### src/shared/synth_cfg_pkg.sv
package synth_cfg_pkg;

	// ------------------------------------------------------------
	// Serial command layout
	// ------------------------------------------------------------
	localparam int MAX_BITS = 24;
	localparam logic [4:0] LEN_SHORT = 5'h10;
	localparam logic [4:0] LEN_LONG = 5'h18;
	localparam logic [1:0] ADDR_ALIGN = 2'h1;
	localparam logic [1:0] ADDR_MODE = 2'h2;
	localparam logic [1:0] ADDR_PUMP = 2'h3;
	// First control bit held by each register
	localparam int BASE_ALIGN = 0;
	localparam int BASE_MODE = 28;
	localparam int BASE_PUMP = 66;

	// ------------------------------------------------------------
	// Field positions in the control bit space
	// ------------------------------------------------------------
	localparam int PUMP_SEL_LSB = 70;
	localparam int REF_OFF_BIT = 69;
	localparam int AM_MODE_BIT = 34;
	localparam int GAIN1_LSB = 36;
	localparam int OFFS1_LSB = 44;
	localparam int GAIN2_LSB = 0;
	localparam int OFFS2_LSB = 8;
	localparam int GAIN_W = 8;
	localparam int OFFS_W = 6;

	// ------------------------------------------------------------
	// Analog settings as codes
	// ------------------------------------------------------------
	localparam logic [10:0] PUMP_UA_0 = 11'h019;
	localparam logic [10:0] PUMP_UA_1 = 11'h064;
	localparam logic [10:0] PUMP_UA_2 = 11'h1f4;
	localparam logic [10:0] PUMP_UA_3 = 11'h7d0;
	localparam logic [11:0] INT_REF_MV = 12'hbb8;

	// ------------------------------------------------------------
	// APB map and reset values
	// ------------------------------------------------------------
	localparam logic [7:0] OFS_CTRL = 8'h00;
	localparam logic [7:0] OFS_STATUS = 8'h04;
	localparam logic [7:0] OFS_ALIGN2 = 8'h08;
	localparam logic [7:0] OFS_ALIGN1 = 8'h0c;
	localparam logic [7:0] OFS_PUMP = 8'h10;
	localparam logic RST_RX_ENABLE = 1'h1;
	localparam logic [1:0] RST_PUMP_SEL = 2'h0;
	localparam logic RST_REF_OFF = 1'h0;
	localparam logic RST_AM = 1'h0;
	localparam logic [7:0] RST_GAIN = 8'h00;
	localparam logic [5:0] RST_OFFS = 6'h00;

	typedef enum logic [1:0] {
		RX_IDLE = 2'b01,
		RX_SHIFT = 2'b10
	} rx_state_type;

endpackage

### src/shared/frame_if.sv
interface frame_if;
	logic done;
	logic overflow;
	logic busy;
	logic [4:0] len;
	logic [23:0] bits;

	modport source(output done, overflow, busy, len, bits);
	modport sink(input done, overflow, busy, len, bits);
endinterface

### src/serial_frame_rx.sv
module serial_frame_rx
	import synth_cfg_pkg::*;
(
	// Clock and reset
	input wire logic clk,
	input wire logic srst,
	input wire logic ce,
	// Bus pins
	input wire logic busEnable,
	input wire logic busClock,
	input wire logic busData,
	// Completed commands
	frame_if.source frm
);

	// ------------------------------------------------------------
	// Pin synchronisers
	// ------------------------------------------------------------
	logic [2:0] meta_q;
	logic [2:0] sync_q;
	logic [2:0] prev_q;

	always_ff @(posedge clk) begin
		if (srst) begin
			meta_q <= 3'h0;
			sync_q <= 3'h0;
			prev_q <= 3'h0;
		end else if (ce) begin
			meta_q <= {busData, busClock, busEnable};
			sync_q <= meta_q;
			prev_q <= sync_q;
		end
	end

	logic enRise, enFall, clkRise;
	assign enRise = sync_q[0] & ~prev_q[0];
	assign enFall = ~sync_q[0] & prev_q[0];
	assign clkRise = sync_q[1] & ~prev_q[1];

	// ------------------------------------------------------------
	// Shift state
	// ------------------------------------------------------------
	rx_state_type state_q, state_d;
	logic [4:0] count_q, count_d;
	logic [23:0] bits_q, bits_d;
	logic ovf_q, ovf_d;
	logic done_q, done_d;
	logic [4:0] len_q, len_d;
	logic [23:0] out_q, out_d;
	logic outOvf_q, outOvf_d;

	always_comb begin
		state_d = state_q;
		count_d = count_q;
		bits_d = bits_q;
		ovf_d = ovf_q;
		done_d = 1'b0;
		len_d = len_q;
		out_d = out_q;
		outOvf_d = outOvf_q;
		unique case (state_q)
			RX_IDLE: begin
				if (enRise) begin
					state_d = RX_SHIFT;
					count_d = 5'h0;
					bits_d = 24'h0;
					ovf_d = 1'b0;
				end
			end
			RX_SHIFT: begin
				if (enFall) begin
					state_d = RX_IDLE;
					done_d = 1'b1;
					len_d = count_q;
					out_d = bits_q;
					outOvf_d = ovf_q;
				end else if (clkRise && sync_q[0]) begin
					if (count_q == 5'(MAX_BITS)) begin
						ovf_d = 1'b1;
					end else begin
						bits_d[count_q] = sync_q[2];
						count_d = count_q + 5'h1;
					end
				end
			end
		endcase
	end

	always_ff @(posedge clk) begin
		if (srst) begin
			state_q <= RX_IDLE;
			count_q <= 5'h0;
			bits_q <= 24'h0;
			ovf_q <= 1'b0;
			done_q <= 1'b0;
			len_q <= 5'h0;
			out_q <= 24'h0;
			outOvf_q <= 1'b0;
		end else if (ce) begin
			state_q <= state_d;
			count_q <= count_d;
			bits_q <= bits_d;
			ovf_q <= ovf_d;
			done_q <= done_d;
			len_q <= len_d;
			out_q <= out_d;
			outOvf_q <= outOvf_d;
		end
	end

	assign frm.done = done_q;
	assign frm.len = len_q;
	assign frm.bits = out_q;
	assign frm.overflow = outOvf_q;
	assign frm.busy = (state_q == RX_SHIFT);

endmodule

### src/synth_tuner_config_decode.sv
// Our own choices: the register addresses and the APB register port.
module synth_tuner_config_decode
	import synth_cfg_pkg::*;
(
	// Clock, reset, enable
	input wire logic clk,
	input wire logic srst,
	input wire logic ce,
	// Three-wire bus pins
	input wire logic busEnable,
	input wire logic busClock,
	input wire logic busData,
	// APB slave
	input wire logic psel,
	input wire logic penable,
	input wire logic pwrite,
	input wire logic [7:0] paddr,
	input wire logic [31:0] pwdata,
	output logic [31:0] prdata,
	output logic pready,
	output logic pslverr,
	// Loop tuning voltage in mV
	input wire logic [11:0] loopTuningMv,
	// Decoded settings
	output logic [1:0] pumpCurrentSelect,
	output logic [10:0] pumpCurrentUa,
	output logic refBufferOff,
	output logic refBufferOut,
	output logic amMode,
	output logic [7:0] firstGain,
	output logic [5:0] firstOffset,
	output logic [7:0] secondGain,
	output logic [5:0] secondOffset,
	output logic refInternal,
	output logic [11:0] converterRefMv
);

	// ------------------------------------------------------------
	// Serial receiver
	// ------------------------------------------------------------
	frame_if frm ();

	serial_frame_rx rx (
		.clk(clk),
		.srst(srst),
		.ce(ce),
		.busEnable(busEnable),
		.busClock(busClock),
		.busData(busData),
		.frm(frm)
	);

	// ------------------------------------------------------------
	// Command match
	// ------------------------------------------------------------
	logic rxEnable_q, rxEnable_d;
	logic [1:0] cmdAddr;
	logic [21:0] cmdData;
	logic hitAlign, hitMode, hitPump, cmdValid;

	always_comb begin
		cmdAddr = 2'h0;
		cmdData = 22'h0;
		if (frm.len == LEN_SHORT) begin
			cmdAddr = frm.bits[15:14];
			cmdData = {8'h0, frm.bits[13:0]};
		end else if (frm.len == LEN_LONG) begin
			cmdAddr = frm.bits[23:22];
			cmdData = frm.bits[21:0];
		end
	end

	// A command counts only when complete and enabled by software
	assign cmdValid = frm.done & ~frm.overflow & rxEnable_q;
	assign hitAlign = cmdValid & (frm.len == LEN_SHORT)
		& (cmdAddr == ADDR_ALIGN);
	assign hitMode = cmdValid & (frm.len == LEN_LONG)
		& (cmdAddr == ADDR_MODE);
	assign hitPump = cmdValid & (frm.len == LEN_LONG)
		& (cmdAddr == ADDR_PUMP);

	// ------------------------------------------------------------
	// Decoded fields
	// ------------------------------------------------------------
	logic [1:0] pump_q, pump_d;
	logic refOff_q, refOff_d;
	logic am_q, am_d;

	always_comb begin
		pump_d = pump_q;
		refOff_d = refOff_q;
		am_d = am_q;
		// Mismatched or aborted commands leave all fields alone
		if (hitPump) begin
			pump_d = cmdData[PUMP_SEL_LSB - BASE_PUMP +: 2];
			refOff_d = cmdData[REF_OFF_BIT - BASE_PUMP];
		end
		if (hitMode) begin
			am_d = cmdData[AM_MODE_BIT - BASE_MODE];
		end
	end

	always_ff @(posedge clk) begin
		if (srst) begin
			pump_q <= RST_PUMP_SEL;
			refOff_q <= RST_REF_OFF;
			am_q <= RST_AM;
		end else if (ce) begin
			pump_q <= pump_d;
			refOff_q <= refOff_d;
			am_q <= am_d;
		end
	end

	// ------------------------------------------------------------
	// Alignment converter codes, one slice per converter
	// ------------------------------------------------------------
	// Slice 0 serves the first converter, slice 1 the second
	logic [1:0] convHit;
	logic [7:0] gain_q [2];
	logic [7:0] gain_d [2];
	logic [5:0] offs_q [2];
	logic [5:0] offs_d [2];

	assign convHit = {hitAlign, hitMode};

	for (genvar c = 0; c < 2; c++) begin : conv_g
		// Where each code sits in the matching command's data
		localparam int GAIN_AT = (c == 0) ? GAIN1_LSB - BASE_MODE
			: GAIN2_LSB - BASE_ALIGN;
		localparam int OFFS_AT = (c == 0) ? OFFS1_LSB - BASE_MODE
			: OFFS2_LSB - BASE_ALIGN;

		always_comb begin
			gain_d[c] = gain_q[c];
			offs_d[c] = offs_q[c];
			if (convHit[c]) begin
				gain_d[c] = cmdData[GAIN_AT +: GAIN_W];
				offs_d[c] = cmdData[OFFS_AT +: OFFS_W];
			end
		end

		always_ff @(posedge clk) begin
			if (srst) begin
				gain_q[c] <= RST_GAIN;
				offs_q[c] <= RST_OFFS;
			end else if (ce) begin
				gain_q[c] <= gain_d[c];
				offs_q[c] <= offs_d[c];
			end
		end
	end

	// ------------------------------------------------------------
	// Analog-facing outputs
	// ------------------------------------------------------------
	logic [10:0] pumpUa_q, pumpUa_d;
	logic [11:0] refMv_q, refMv_d;
	logic refOut_q, refOut_d;
	logic refInt_q, refInt_d;

	always_comb begin
		unique case (pump_q)
			2'h0: pumpUa_d = PUMP_UA_0;
			2'h1: pumpUa_d = PUMP_UA_1;
			2'h2: pumpUa_d = PUMP_UA_2;
			2'h3: pumpUa_d = PUMP_UA_3;
		endcase
		// Only the reference source changes with the mode
		refMv_d = am_q ? INT_REF_MV : loopTuningMv;
		// Flopped copies that move in the same cycle as their fields
		refOut_d = ~refOff_d;
		refInt_d = am_d;
	end

	always_ff @(posedge clk) begin
		if (srst) begin
			pumpUa_q <= PUMP_UA_0;
			refMv_q <= 12'h0;
			refOut_q <= ~RST_REF_OFF;
			refInt_q <= RST_AM;
		end else if (ce) begin
			pumpUa_q <= pumpUa_d;
			refMv_q <= refMv_d;
			refOut_q <= refOut_d;
			refInt_q <= refInt_d;
		end
	end

	assign pumpCurrentSelect = pump_q;
	assign pumpCurrentUa = pumpUa_q;
	assign refBufferOff = refOff_q;
	assign refBufferOut = refOut_q;
	assign amMode = am_q;
	assign refInternal = refInt_q;
	assign converterRefMv = refMv_q;
	// Codes step linearly: gain 0 lowest, offset 0 most positive
	assign firstGain = gain_q[0];
	assign secondGain = gain_q[1];
	assign firstOffset = offs_q[0];
	assign secondOffset = offs_q[1];

	// ------------------------------------------------------------
	// Command statistics
	// ------------------------------------------------------------
	logic [7:0] okCount_q, okCount_d;
	logic [7:0] badCount_q, badCount_d;
	logic [4:0] lastLen_q, lastLen_d;
	logic hit, statClear;

	assign hit = hitAlign | hitMode | hitPump;

	// A clear in the same cycle applies first; the command then counts from zero
	always_comb begin
		okCount_d = okCount_q;
		badCount_d = badCount_q;
		lastLen_d = lastLen_q;
		if (statClear) begin
			okCount_d = 8'h0;
			badCount_d = 8'h0;
		end
		if (frm.done) begin
			lastLen_d = frm.len;
			if (hit) begin
				okCount_d = okCount_d + 8'h1;
			end else begin
				badCount_d = badCount_d + 8'h1;
			end
		end
	end

	always_ff @(posedge clk) begin
		if (srst) begin
			okCount_q <= 8'h0;
			badCount_q <= 8'h0;
			lastLen_q <= 5'h0;
		end else if (ce) begin
			okCount_q <= okCount_d;
			badCount_q <= badCount_d;
			lastLen_q <= lastLen_d;
		end
	end

	// ------------------------------------------------------------
	// APB slave
	// ------------------------------------------------------------
	logic [31:0] rdata_q, rdata_d;
	logic err_q, err_d;
	logic setup, access, mapped;
	logic [31:0] rdMux;

	assign setup = psel & ~penable;
	assign access = psel & penable & ce;
	assign statClear = access & pwrite & (paddr == OFS_STATUS);

	always_comb begin
		mapped = 1'b1;
		rdMux = 32'h0;
		unique case (paddr)
			OFS_CTRL: rdMux = {31'h0, rxEnable_q};
			OFS_STATUS: rdMux = {10'h0, frm.busy, lastLen_q,
				badCount_q, okCount_q};
			OFS_ALIGN2: rdMux = {18'h0, offs_q[1], gain_q[1]};
			OFS_ALIGN1: rdMux = {15'h0, am_q, 2'h0,
				offs_q[0], gain_q[0]};
			OFS_PUMP: rdMux = {18'h0, pumpUa_q, refOff_q, pump_q};
			default: mapped = 1'b0;
		endcase
	end

	always_comb begin
		rdata_d = rdata_q;
		err_d = err_q;
		rxEnable_d = rxEnable_q;
		if (setup) begin
			rdata_d = pwrite ? 32'h0 : rdMux;
			err_d = ~mapped;
		end
		if (access && pwrite && paddr == OFS_CTRL) begin
			rxEnable_d = pwdata[0];
		end
	end

	always_ff @(posedge clk) begin
		if (srst) begin
			rdata_q <= 32'h0;
			err_q <= 1'b0;
			rxEnable_q <= RST_RX_ENABLE;
		end else if (ce) begin
			rdata_q <= rdata_d;
			err_q <= err_d;
			rxEnable_q <= rxEnable_d;
		end
	end

	// Zero wait states; held off while the clock enable is low
	assign pready = ce;
	assign prdata = rdata_q;
	assign pslverr = err_q & psel & penable;

endmodule
### config.mk
export PLATFORM = sky130hd
export DESIGN_NAME = synth_tuner_config_decode
export DESIGN_NICKNAME = d
export VERILOG_FILES = /design/src/shared/synth_cfg_pkg.sv /design/src/shared/frame_if.sv /design/src/serial_frame_rx.sv /design/src/synth_tuner_config_decode.sv
export SDC_FILE = /design/constraint.sdc
export NUM_CORES = 1
export LEC_CHECK = 0
export ABC_AREA = 1
export BUFFER_PORTS_ARGS = -buffer_cell sky130_fd_sc_hd__buf_4
export CORE_MARGIN = 3
export CORE_UTILIZATION = 55
export DETAILED_ROUTE_END_ITERATION = 7
export GPL_TIMING_DRIVEN = 0
export PLACE_DENSITY = 0.83
export SLEW_MARGIN = 20
export SYNTH_ARGS = -nofsm -noshare
export SYNTH_HDL_FRONTEND = slang
export SYNTH_HIERARCHICAL = 1
export SYNTH_SLANG_ARGS = --single-unit
### constraint.sdc
create_clock -name clk -period 2.6 [get_ports clk]
set_input_delay 0.13 -clock clk [delete_from_list [all_inputs] [get_ports clk]]
set_output_delay 0.13 -clock clk [all_outputs]
set_load 0.02 [all_outputs]
* Word level (Yosys, flattened, before mapping)
Memory sizes are Yosys's and may differ from the RTL's. Cells that the tools add are included.
Cells by class: add/sub/neg operators 3, $lt $le $gt $ge 2, eq/ne operators 21, muxes and demuxes 53, bitwise operators 30, reduce and logical (&&, ||, !) cells 16
Operators by type and width (number):
- one-hot mux 22 bit (5 select lines) | 1
- two-way mux 24 bit | 4
- two-way mux 8 bit | 10
- one-hot mux 24 bit (2 select lines) | 1
- two-way mux 22 bit | 2
- one-hot mux 11 bit (4 select lines) | 1
- two-way mux 32 bit | 1
- bitwise mux 24 bit | 1
- two-way mux 6 bit | 4
- two-way mux 5 bit | 4
- AND 1 bit | 17
- adder 8 x 1 -> 8 bit, second input constant | 2
- == test 8 x 4 -> 1 bit, second input constant | 2
- == test 5 bit, second input constant | 3
- two-way mux 1 bit | 15
- two-way mux 12 bit | 1
- == test 2 bit, second input constant | 5
- one-hot mux 5 bit (2 select lines) | 1
- AND reduction 2 bit | 5
- AND reduction 5 bit | 2
- == test 8 x 3 -> 1 bit, second input constant | 1
- == test 8 x 5 -> 1 bit, second input constant | 1
- logical NOT 8 bit | 1
- two-way mux 2 bit | 4
- other kinds (15) | 36
Word-level totals: bits in registers 154, RAM bits 28, input bits 61, output and inout port bits 91, logic and storage cells 150, memories 2
Memory list:
- gain_q | depth 2, width 8, read ports 2, clocked after memory_dff 0, write ports 2, line synth_tuner_config_decode.sv:120 | logic [7:0] gain_q [2];
- offs_q | depth 2, width 6, read ports 2, clocked after memory_dff 0, write ports 2, line synth_tuner_config_decode.sv:122 | logic [5:0] offs_q [2];

* Logic depth before layout (Yosys ltp)
Gate-level depths: netlist of the first run.
word-level depth 9, gate-level depth with buffers 15, gate-level depth less buffers 14

* By module
Netlist of the first run, hierarchy kept.
Modules (own cells, without submodules):
- synth_tuner_config_decode | instances 1, cells each 585, area each 4643.2 um^2, sequential area each 2202.1 um^2
- serial_frame_rx | instances 1, cells each 444, area each 3168.0 um^2, sequential area each 1421.4 um^2

* Worst setup path after synthesis of the first run
No wires, ideal clock.
path type reg-to-reg, start point reg rx/frm.len[3] (netlist name), end point mem gain_q[1][0], enable pin, setup time 404 ps, arrival 1819 ps, required time 2196 ps, setup slack 377 ps, cell stages (with the launch flop) 6, buffers on the path 0, period minus slack after synthesis 2223 ps, path through dfxtp_1 > inv_1 > nand2_1 > nor2_1 > nand3_2 > o21ai_0
RTL lines (line):
- end: declaration | synth_tuner_config_decode.sv:120

* Worst setup path after layout of the first run
start point in pwrite, end point reg badCount_q[6]
On the way: word-level cells in the longest chain between the ends 6
RTL lines:
- start: declaration | line synth_tuner_config_decode.sv:16 | input wire logic pwrite,
- AND 1 bit (*) (2 in a row) | line synth_tuner_config_decode.sv:254 | assign statClear = access & pwrite & (paddr == OFS_STATUS);
- two-way mux 8 bit (*) | line synth_tuner_config_decode.sv:218 | if (statClear) begin
- adder 8 x 1 -> 8 bit | line synth_tuner_config_decode.sv:227 | badCount_d = badCount_d + 8'h1;
- two-way mux 8 bit | line synth_tuner_config_decode.sv:224 | if (hit) begin
- two-way mux 8 bit (*) | line synth_tuner_config_decode.sv:222 | if (frm.done) begin
- end signal: assignment | line synth_tuner_config_decode.sv:239 | badCount_q <= badCount_d;
- end: declaration | line synth_tuner_config_decode.sv:207 | logic [7:0] badCount_q, badCount_d;
Every way passes the cells marked *; elsewhere a longest branch is shown, timed or not. A chain may end at the register's enable or synchronous reset.

==> results summary, run 1 <==
For hold timing, the worst endpoint is rx/meta_q[0]. The max-slew violation count came out at 0. The final worst clock skew is between 0.008 and 0.009 ns.

The clock drives around 170 sinks. The largest voltage drop on the vdd net is between 0.5 and 0.6 mV. The routed design has 22200 um of wire. The worst setup path is captured at a flip-flop.

The part of the Yosys area used for sequential elements is 0.464. The classification of the worst setup path is input port to flip-flop. The flow ran to the end, and the final reports show no timing, DRC or antenna violations. Yosys instantiated no cell more often than sky130_fd_sc_hd__nand2_1. The path class of the tightest hold or removal check is input port to flip-flop.

At the pin with the least slew margin, the transition time is 0.727 ns. The async set-reset flop share out of synthesis is 0. The number of storage elements in the synthesis netlist is about 170. After clock tree synthesis, the clock-pin slew on the worst setup and hold paths is 0.06 ns. Measured along the y axis, the die boundary spans approximately 130 um. The row count came out at 42. In the routed design, unresolved DRC markers number 0. The ratio of cells with drive above 1 in the final layout came out at 0.205. The final weighted congestion of routability-driven global placement came out at approximately 1. The netlist area before placement is 0.00781 mm^2. For flop-to-flop paths, the worst setup slack is roughly 0.72 ns.

The maximum fanout count along the critical path is 10. The global-route wire length before repair came out at approximately 36000 um. The first routing iteration left between 600 and 700 violations.

The largest net degree at the start of global routing is 17. In this run the critical register-to-register path is captured at offs_q[1][1]. Setup repair after global routing left no endpoint under its margin. STA classifies the critical path startpoint as an input port. The worst pin sits at a relative slew slack of 0.515. The final antenna diode count is 0. The mean instance size in the synthesized netlist is 7.59 um^2.

The post-synthesis cell count is between 1000 and 1500. The worst-case clock buffer depth is 2. The post-synthesis cell type count is 39.

The count of input and output buffers is 109. The aggregate global routing overflow is 0. The most critical setup path has its startpoint at pwrite.

The post-placement worst setup slack is roughly 0.63 ns. The power per cell area is 618 mW/mm^2. The commonest cells after synthesis are sky130_fd_sc_hd__nand2_1, sky130_fd_sc_hd__nor2_1, sky130_fd_sc_hd__dfxtp_1. By area the synthesized netlist is led by sky130_fd_sc_hd__dfxtp_1, sky130_fd_sc_hd__edfxtp_1, sky130_fd_sc_hd__nand2_1, sky130_fd_sc_hd__nor2_1, sky130_fd_sc_hd__o21ai_0. The post-layout net count came out at about 1300. The remaining antenna violation count after routing came out at 0. The utilization of the core after routing came out at 0.714. The number of synthesized flops with an enable pin came out at 28. After floorplanning, the core was sized to cover 0.0136 mm^2. The achievable frequency came out at between 0.5 and 0.6 GHz.

The detailed-route vias per instance came out at between 5 and 6. The worst register-to-register path has a depth of 5. The footprint of the multi-input gates came out at 0.00349 mm^2. In the finished design, the share of the clock period the worst path needs comes to 0.751. Summed over all instances, the cell type with the most area after synthesis is sky130_fd_sc_hd__dfxtp_1.

The critical path required time is approximately 2.9 ns. The final hold violation count is 0. The number of optimization iterations in the first detailed-route pass came out at 5. The number of fill cells came out at approximately 1100. For this run, the total global-route usage over all layers was measured as 0.280. The startpoint identified for the worst register-to-register timing path is rx/frm.len[3].

The register area is 0.00362 mm^2. The total of endpoints with negative setup slack in the final report came out at 0. Relative to the synthesized area, the layout overhead comes to 23.9%. The max-cap check violation count is 0. At the later pin of the worst-skew pair, clock insertion delay measures ~0.44 ns. For this run, the leading register cell type out of synthesis is sky130_fd_sc_hd__dfxtp_1. The worst hold path begins at ce.

The total number of vias is approximately 7600. The worst path in the final design needs a cycle of a little under 2 ns, including I/O delays and setup. The worst setup slack after layout is between 0.6 and 0.7 ns. The via count of the first global-routing pass is about 7200. The depth of the worst hold-timing path is 3. The clock buffer count from CTS came out at 17. The count of yosys warnings during synthesis is 6. ~150 I/O pins were placed.

The chip width came out at ~130 um. The number of antenna violations at the first check in global routing was 0. The area share of the largest cell type after synthesis came out at 0.356. The initial core utilization came out at 0.576. The floorplan step defined a die boundary enclosing about 0.016 mm^2.

The H-tree was split into 4 levels. Data on the critical path arrives at its endpoint at roughly 2.3 ns. The CTS tree is built. The analysis attributes to cell leakage a power of 0.00409 uW. The root buffer cell chosen for the clock tree is sky130_fd_sc_hd__clkbuf_16. The routed length per placed instance is about 16 um. Once detailed placement completed, the half-perimeter wirelength came to approximately 16000 um.
## report_power, final
part	switching (uW)	leakage (uW)	total (uW)	internal, uW
clock	1080	0.000299	2620	1530
sequential	47.3	0.00142	2730	2680
combinational	408	0.00237	632	224
total	1540	0.00409	5980	4440
## cells in the final DEF, fill, tap and decap left out, types with 17 or more instances in the layout
cell,n
sky130_fd_sc_hd__clkbuf_16,18
sky130_fd_sc_hd__nand2_1,190
sky130_fd_sc_hd__clkbuf_1,23
sky130_fd_sc_hd__nand3_1,72
sky130_fd_sc_hd__nor2_1,161
sky130_fd_sc_hd__a21oi_1,80
sky130_fd_sc_hd__dlygate4sd3_1,17
sky130_fd_sc_hd__buf_4,130
sky130_fd_sc_hd__nand4_1,39
sky130_fd_sc_hd__dfxtp_1,139
sky130_fd_sc_hd__edfxtp_1,28
sky130_fd_sc_hd__inv_1,65
sky130_fd_sc_hd__o21ai_0,84
## final cells by class
class | count | share of cell area
plain buffers | 70 | 0.0435
clock buffers | 20 | 0.0494
clock inverters | 12 | 0.0140
inverters | 84 | 0.0326
multi-input cells | 718 | 0.361
flip-flops and latches | 167 | 0.375
well taps | 176 | 0.0228
repair buffers | 126 | 0.102
## worst max-delay path: stages
cell and delay [ns]:
sky130_fd_sc_hd__dlygate4sd3_1 0.55, sky130_fd_sc_hd__buf_4 0.15, sky130_fd_sc_hd__nand2_1 0.10, sky130_fd_sc_hd__nor2_4 0.05, sky130_fd_sc_hd__nand3_4 0.11, sky130_fd_sc_hd__buf_6 0.16
sky130_fd_sc_hd__nand2_1 0.07, sky130_fd_sc_hd__inv_1 0.06, sky130_fd_sc_hd__ha_1 0.16, sky130_fd_sc_hd__nand2_1 0.05, sky130_fd_sc_hd__nand3b_1 0.23, sky130_fd_sc_hd__nor2_2 0.19
sky130_fd_sc_hd__nand4_1 0.10, sky130_fd_sc_hd__nand2_1 0.09, sky130_fd_sc_hd__nor2_1 0.04
## worst max-delay path by stage
stage | endpoint | slack (ns)
final | badCount_q[6] | 0.65
after global routing | badCount_q[6] | 0.44
after CTS | badCount_q[6] | 0.66
after detailed placement | badCount_q[6] | 0.63
after global placement | offs_q[1][4] | -0.23
after floorplan | gain_q[1][0] | 0.38
## flip-flops by register name (all words and copies together) (netlist names), 8 cells and up
name / flops
badCount_q: 8
converterRefMv: 12
gain_q: 16
offs_q: 12
okCount_q: 8
prdata: 22
rx/bits_q: 24
rx/frm.bits: 24
## layer usage
layer,share of wire,global-route usage
met3,0.068,0.0640
met1,0.41,0.332
met4,0.037,0.125
met5,0,0
met2,0.49,0.485
## cell families (layout without fill, tap and decap cells)
kind of cell | Yosys count | count (layout) | synth area share
AOI/OAI and AO/OA | 195 | 195 | 0.138
and+or+nand+nor | 502 | 502 | 0.287
buffers and inverters | 154 | 312 | 0.0942
adders and majority gates | 10 | 10 | 0.0160
other | 1 | 11 | 0.000480
DFF | 167 | 167 | 0.464
## stage by stage
| step | hold WS, ns | area, um^2 | TNS (ns) | total power [uW] | cells |
|---|---|---|---|---|---|
| 5_1_grt | 0.0620 | 9670 | 0 | 6170 | 1373 |
| 3_5_place_dp | 0.357 | 8890 | 0 | 3370 | 1324 |
| 3_3_place_gp | 0.352 | 8890 | -3.25 | 3370 | 1324 |
| 4_1_cts | 0.0406 | 9670 | 0 | 5970 | 1373 |
| 2_1_floorplan | 0.265 | 7850 | 0 | 3170 | 1039 |
| 6_report | 0.0503 | 9670 | 0 | 5980 | 1373 |
## timing repair
item / CTS / global route
setup buffers: 0 / 0
resized for setup: 0 / 0
hold buffers: 17 / 0
hold endpoints to repair: 17 / 0
Power figures use the tool's default switching activity.
==> inputs of run 2 (changes only) <==
ABC_AREA = 0   (was 1)
CORE_UTILIZATION = 50   (was 55)
PLACE_DENSITY = 0.8   (was 0.83)
clock period = 1.6 ns   (was 2.6 ns; I/O delays follow)
==> results summary, run 2 <==
The run finished, with violations left. The checks that failed: setup timing. The total of endpoints with negative setup slack in the final report is 95. The max-slew violation count is 0. The count of yosys warnings during synthesis came out at 6.

The die covers ~0.017 mm^2. The synthesis-to-finish area growth came out at 33.4%. Wires add up to around 22000 um. The detail route stage leaves a number of antenna-violating nets equal to 0. Sorting the synthesized cells by area gives the leading types as sky130_fd_sc_hd__dfxtp_1, sky130_fd_sc_hd__edfxtp_1, sky130_fd_sc_hd__a21oi_1, sky130_fd_sc_hd__nand2_1, sky130_fd_sc_hd__nor2_1.

The clock buffer count from CTS is 17. Leaving out fill and tap cells, the most frequent cells in the layout are sky130_fd_sc_hd__buf_4, sky130_fd_sc_hd__dfxtp_1, sky130_fd_sc_hd__nand2_1. In this run the tightest slew margin relative to its limit is 0.448. In the final layout, the share of cells above drive strength 1 is 0.310. Synthesis inferred 167 register bits. In this run the mean area of a mapped cell was 9.27 um^2. The max-cap check violation count is 0. For this run, design rule violations remaining after detail routing come to 0.

Synthesis produced a netlist whose cell count is 809. The CTS sink count is 167. The async set-reset flop share out of synthesis is 0. The I/O pin total came out at roughly 150. The critical path required time is approximately 2 ns. Setup repair after global routing could not meet its margin everywhere. During placement, the flow inserted port buffers numbering between 100 and 150. The initial core utilization came out at 0.514. The cell area after placement came out at 0.00861 mm^2.

Setup slack on the critical path of the routed design comes to -0.153 ns. By instance count, the leading cell after synthesis is sky130_fd_sc_hd__dfxtp_1. STA classifies the critical path startpoint as a flip-flop. The final hold violation count is 0.

The depth of the CTS H-tree came out at 4. The worst hold path belongs to the class input port to flip-flop. The cell area after layout came out at about 0.010 mm^2. After global routing the overflow that remains totals 0. The total number of vias is 7232.

The cell type contributing the most total cell area after synthesis is sky130_fd_sc_hd__dfxtp_1. The share of synthesized area in the top cell type comes to 0.371. In this run the standard cell core region covers roughly 0.015 mm^2. On the final layout, the worst clock skew is between 0.006 and 0.007 ns.

After synthesis the cells add up to around 0.0075 mm^2. The maximum fanout count along the critical path is 5. The achievable frequency came out at roughly 0.57 GHz.

The number of optimization iterations in the first detailed-route pass came out at 6. The clock insertion delay at the later pin of the skew report came out at ~0.43 ns. The global-route wire length before repair came out at around 33000 um. The clock period minus worst slack is ~1.8 ns.

The classification of the worst setup path is flip-flop to flip-flop. The clock slew at the register clock pins of the worst setup and hold paths is approximately 0.070 ns. The number of antenna violations at the first check in global routing came to 0. The power per cell area came out at just over 900 mW/mm^2. The arrival time at the worst endpoint came out at roughly 2.1 ns. The routed length per placed instance is between 15 and 20 um. The sum of net half-perimeters after detailed placement is roughly 15000 um. The detailed-route vias per instance came out at about 6.1. IR analysis of the VDD net gives a maximum drop of approximately 0.73 mV. In the synthesized netlist, the cells that appear most often are sky130_fd_sc_hd__dfxtp_1, sky130_fd_sc_hd__nand2_1, sky130_fd_sc_hd__a21oi_1.

The final antenna diode count is 0. The share of the Yosys chip area taken by registers is 0.483. The period utilization is 1.10.

The library cell used most frequently in the layout, excluding fill and tap cells, is sky130_fd_sc_hd__buf_4. The via count of the first global-routing pass came out at 6504. The worst-case clock buffer depth came out at 2. The final weighted congestion of routability-driven global placement came out at around 0.95. The height of the die is 128 um. For this run, the leading register cell type out of synthesis is sky130_fd_sc_hd__dfxtp_1. The number of violations reported at the end of detailed-routing iteration 0 is 702. The tightest hold path in the finished design has a slack of ~0.016 ns. The post-layout total power is around 9100 uW.

The largest net degree at the start of global routing is 17. The total track usage is 0.251. The post-synthesis cell type count came out at 68. The cell at the root of the clock tree is sky130_fd_sc_hd__clkbuf_16. The chip width is ~130 um. The number of synthesized flops with an enable pin came out at 28. The slew at the pin with the worst max-slew slack came out at 0.825 ns. Row generation in the floorplan step produced 44 rows. The cell leakage power came out at between 0.003 and 0.004 uW.

The type of element capturing the critical path is a flip-flop. TritonCTS built the clock tree. The post-layout net count is between 1000 and 1500.
-- run 2: changes by cell type after synthesis, moves of 15 or more --
| cell | delta |
|---|---|
| sky130_fd_sc_hd__a31oi_1 | +16 |
| sky130_fd_sc_hd__and2_1 | +22 |
| sky130_fd_sc_hd__inv_1 | -44 |
| sky130_fd_sc_hd__inv_2 | -15 |
| sky130_fd_sc_hd__mux2i_1 | +16 |
| sky130_fd_sc_hd__nand2_1 | -95 |
| sky130_fd_sc_hd__nand3_1 | -60 |
| sky130_fd_sc_hd__nand4_1 | -16 |
| sky130_fd_sc_hd__nor2_1 | -118 |
| sky130_fd_sc_hd__o211ai_1 | +17 |
| sky130_fd_sc_hd__o21ai_0 | -57 |
-- run 2: worst max-delay path, cell delays in order, from the launching register on --
cell and delay, ns:
sky130_fd_sc_hd__dfxtp_2 0.34, sky130_fd_sc_hd__nor4b_4 0.33, sky130_fd_sc_hd__buf_4 0.21, sky130_fd_sc_hd__o2111ai_4 0.14, sky130_fd_sc_hd__buf_4 0.17, sky130_fd_sc_hd__or3_1 0.34
sky130_fd_sc_hd__a21oi_1 0.15
-- run 2: layer usage --
layer  wire length (um)  vias up  track usage
met3               1430       78       0.0589
met1               9080     3486        0.310
met2              11000      330        0.425
li1                   -     3338            -
met4               1010        0        0.104
met5                  0        -            0
-- run 2: final cells by class --
type                       count  area, um^2
fill                        1097        4580
multi-input combinational    556        3740
timing repair buffer         162        1300
inverter                      24        93.8
clock inverter                14         140
sequential                   167        3650
tap                          184         230
clock buffer                  18         439
buffer                        68         413
-- run 2: worst paths after layout --
| path | startpoint | endpoint | slack [ns] | depth (start not counted) |
|---|---|---|---|---|
| max | rx/frm.len[2] | okCount_q[6] | -0.15 | 6 |
| min | pwrite | prdata[0] | 0.02 | 3 |
| max reg2reg | rx/frm.len[2] | okCount_q[6] | -0.15 | 6 |
| min reg2reg | rx/frm.bits[7] | rx/frm.bits[7] | 0.45 | 2 |
-- run 2: metrics by stage --
step,setup TNS [ns],util,setup WS (ns),std cells
after floorplan,-0.0510,-,-0.0438,819
after global routing,-9.56,0.686,-0.204,1193
after CTS,-0.670,0.661,-0.0402,1179
after detailed placement,-32.47,0.590,-0.406,1112
after global placement,-29.71,0.590,-0.418,1112
final,-4.89,0.686,-0.153,1193
-- run 2: cells by family (layout without fill, tap and decap cells) --
group / Yosys count / in the layout / synth area share
AND/OR/NAND/NOR: 275 / 276 / 0.195
adder cells (fa/ha/maj): 10 / 10 / 0.0167
XOR/XNOR: 1 / 1 / 0.00117
other: 1 / 11 / 0.000500
flip-flops: 167 / 167 / 0.483
multiplexers: 26 / 26 / 0.0364
AO/OA/AOI/OAI: 232 / 232 / 0.205
buffers and inverters: 97 / 286 / 0.0625
-- run 2: power breakdown --
group          leakage, uW  switching, uW  internal [uW]
sequential         0.00140           53.3           4330
combinational      0.00212            403            294
clock             0.000276           1790           2220
-- run 2: timing repair --
action	in CTS	in global routing
endpoints found under the setup margin	132	134
hold buffers	17	0
endpoints found under the hold margin	18	0
resized for setup	54	88
buffers inserted	20	11
pin swaps	24	16
cloned	1	5
==> inputs of run 3 (changes only) <==
CORE_UTILIZATION = 59   (was 50)
PLACE_DENSITY = 0.88   (was 0.8)
SLEW_MARGIN = default   (was 20)
clock period = 2.17 ns   (was 1.6 ns; I/O delays follow)
==> results summary, run 3 (synthesized netlist as in run 2, its figures left out) <==
Traced cell by cell, the critical path runs through nor4b_2 -> buf_2 -> o2111ai_1 -> or3_1 -> a21oi_1. The final layout contains ~1000 nets. At the worst endpoint, the required time is approximately 2.5 ns. The type of element capturing the critical path is a flip-flop. For this run, the slowest stage of the critical path takes about 0.44 ns. The clock buffer count from CTS came out at 17. The detailed-route vias per instance came out at between 6 and 7. The initial core utilization is 0.614.

The ratio of cells with drive above 1 in the final layout came out at 0.199. The tree is rooted in a sky130_fd_sc_hd__clkbuf_16. The worst reg-to-reg setup slack came out at 0.17 ns.

The final antenna diode count is 0. The endpoint identified for the worst register-to-register timing path is okCount_q[6]. The met1 layer usage reported by global route is 0.366. The achievable frequency came out at 0.500 GHz. After global routing, the most crowded layer is met2. The die covers 0.0141 mm^2. The via count of the first global-routing pass came out at slightly below 7000. Entering global routing, the biggest net connects 17 pins. The number of optimization iterations in the first detailed-route pass came out at 6. The accumulated negative setup slack came out at 0 ns. The I/O pin total is 152.

From left edge to right edge, the die measures 119 um. In the global route stage, overall resource usage came out at 0.307. The routed length per placed instance came out at 19.2 um. The number of antenna violations at the first check in global routing came out at 0.

The floorplan step set the die height to roughly 120 um. Summed over all layers, the global routing overflow is 0. The total detailed-routing wirelength came out at 22000 um. The worst flop-to-flop path startpoint is rx/frm.len[0].

The global-route track usage on met2 came out at 0.509. The row count is 40. The global-route wire length before repair came out at 34700 um.

The worst-case clock buffer depth came out at 2. Tracing the worst setup path back leads to its startpoint at rx/frm.len[0]. The period utilization is 0.922. The largest voltage drop on the vdd net came out at 0.586 mV. The slowest stage of the critical path belongs to the cell sky130_fd_sc_hd__or3_1. Clock tree synthesis found a total of approximately 170 sinks. The standard cell core area is 0.0122 mm^2.

The top cell types in the final layout, fill and taps aside, are sky130_fd_sc_hd__dfxtp_1, sky130_fd_sc_hd__buf_4, sky130_fd_sc_hd__nand2_1. Of all nets on the critical path, the largest fanout is 10. The critical path ends at okCount_q[6]. At the worst endpoint, the arrival time is 2.34 ns. The total of endpoints with negative setup slack in the final report is 0.

The DRC violation count after routing came out at 0. The final hold violation count came out at 0. Setup repair after global routing left no endpoint under its margin. The number of violations reported at the end of detailed-routing iteration 0 is 697. The number of cells after detailed placement is around 1100. The cell leakage power is 0.00352 uW. TritonCTS built the clock tree. For the pin with the worst max-slew slack, the measured transition is 0.990 ns. The sum of net half-perimeters after detailed placement came out at 15200 um. The count of input and output buffers is around 110. Leaving out fill and tap cells, the most frequent cell in the layout is sky130_fd_sc_hd__dfxtp_1. In this run the tightest slew margin relative to its limit is 0.334. The power per cell area came out at roughly 720 mW/mm^2.

The min-delay analysis places its worst path in the category input port to flip-flop. The clock period minus worst slack is 2.00 ns. The final non-filler cell total came out at 1146. The sort of element at the start of the critical path is a flip-flop.

For met3 alone, demand over resource in global routing was 0.0813. The final worst clock skew came out at between 0.006 and 0.007 ns. The remaining antenna violation count after routing came out at 0.

The critical path is of the flip-flop to flip-flop type. The total number of vias is about 7100. The clock slew at the register clock pins of the worst setup and hold paths is roughly 0.07 ns. The later pin in the worst-skew pair is clocked with a latency of ~0.43 ns. The run finished with clean final reports. The max-cap check violation count is 0.

The max-slew violation count is 0. The depth of the CTS H-tree is 4. The synthesis-to-finish area growth came out at 24.6%. The worst reg2reg path depth came out at 5. The final weighted congestion of routability-driven global placement came out at about 1.
-- run 3: changes by cell type in the layout (fill, tap and decap cells not counted), moves of 12 or more --
cell                       change
sky130_fd_sc_hd__o21ai_0      +15
sky130_fd_sc_hd__dfxtp_1      +13
sky130_fd_sc_hd__buf_4        -33
sky130_fd_sc_hd__o21ai_1      -14
sky130_fd_sc_hd__and2_1       +12
sky130_fd_sc_hd__clkbuf_1     +15
-- run 3: final cells by class --
| cell class | count | area [um^2] |
|---|---|---|
| plain buffers | 73 | 379 |
| clock buffers | 18 | 450 |
| clock inverters | 14 | 138 |
| fillers | 843 | 2860 |
| inverters | 24 | 90.1 |
| multi-input cells | 555 | 3460 |
| flip-flops and latches | 167 | 3620 |
| well taps | 168 | 210 |
| repair buffers | 127 | 998 |
-- run 3: worst max-delay path, delay by kind of cell (launching register included) --
family / cells / cell delay, ns
compound gates: 2 / 0.50
buf+inv: 1 / 0.28
flops: 1 / 0.34
simple gates: 2 / 0.80
-- run 3: through the flow --
| step | util | worst slack [ns] | total power [uW] | hold WS (ns) | cell area [um^2] |
|---|---|---|---|---|---|
| after floorplan | - | 0.323 | 3560 | 0.237 | 7540 |
| after global placement | 0.702 | -0.102 | 3750 | 0.324 | 8570 |
| after detailed placement | 0.702 | -0.141 | 3760 | 0.329 | 8570 |
| after CTS | 0.765 | 0.0692 | 6710 | 0.0290 | 9340 |
| after global routing | 0.765 | 0.0515 | 6880 | 0.0568 | 9350 |
| final | 0.765 | 0.170 | 6710 | 0.0468 | 9350 |
-- run 3: routing by layer --
metal | vias to the layer above | wire, um | part of all wire
li1 | 3270 | - | -
met1 | 3357 | 8530 | 0.39
met2 | 410 | 10700 | 0.49
met3 | 83 | 1820 | 0.083
met4 | 0 | 923 | 0.042
met5 | - | 0 | 0
-- run 3: worst min-delay path by stage --
stage,from,end,slack (ns),depth (start not counted)
after floorplan,pwdata[0],rxEnable_q,0.24,2
after global placement,pwdata[0],rxEnable_q,0.32,3
after detailed placement,pwdata[0],rxEnable_q,0.33,3
final,paddr[6],prdata[0],0.05,3
after global routing,paddr[6],prdata[0],0.06,3
after CTS,paddr[6],prdata[0],0.03,3
-- run 3: report_power, final --
part           leakage (uW)  internal, uW  total [uW]  switching [uW]
sequential          0.00139          3200        3240            40.4
combinational       0.00184           204         500             296
clock              0.000286          1670        2980            1300
total               0.00352          5070        6710            1640
-- run 3: what timing repair did --
| item | 4_1_cts | 5_1_grt |
|---|---|---|
| gates resized for setup | 0 | 2 |
| endpoints found under the hold margin | 18 | 0 |
| setup buffers | 0 | 0 |
| setup endpoints to repair | 0 | 23 |
| hold buffers | 18 | 0 |
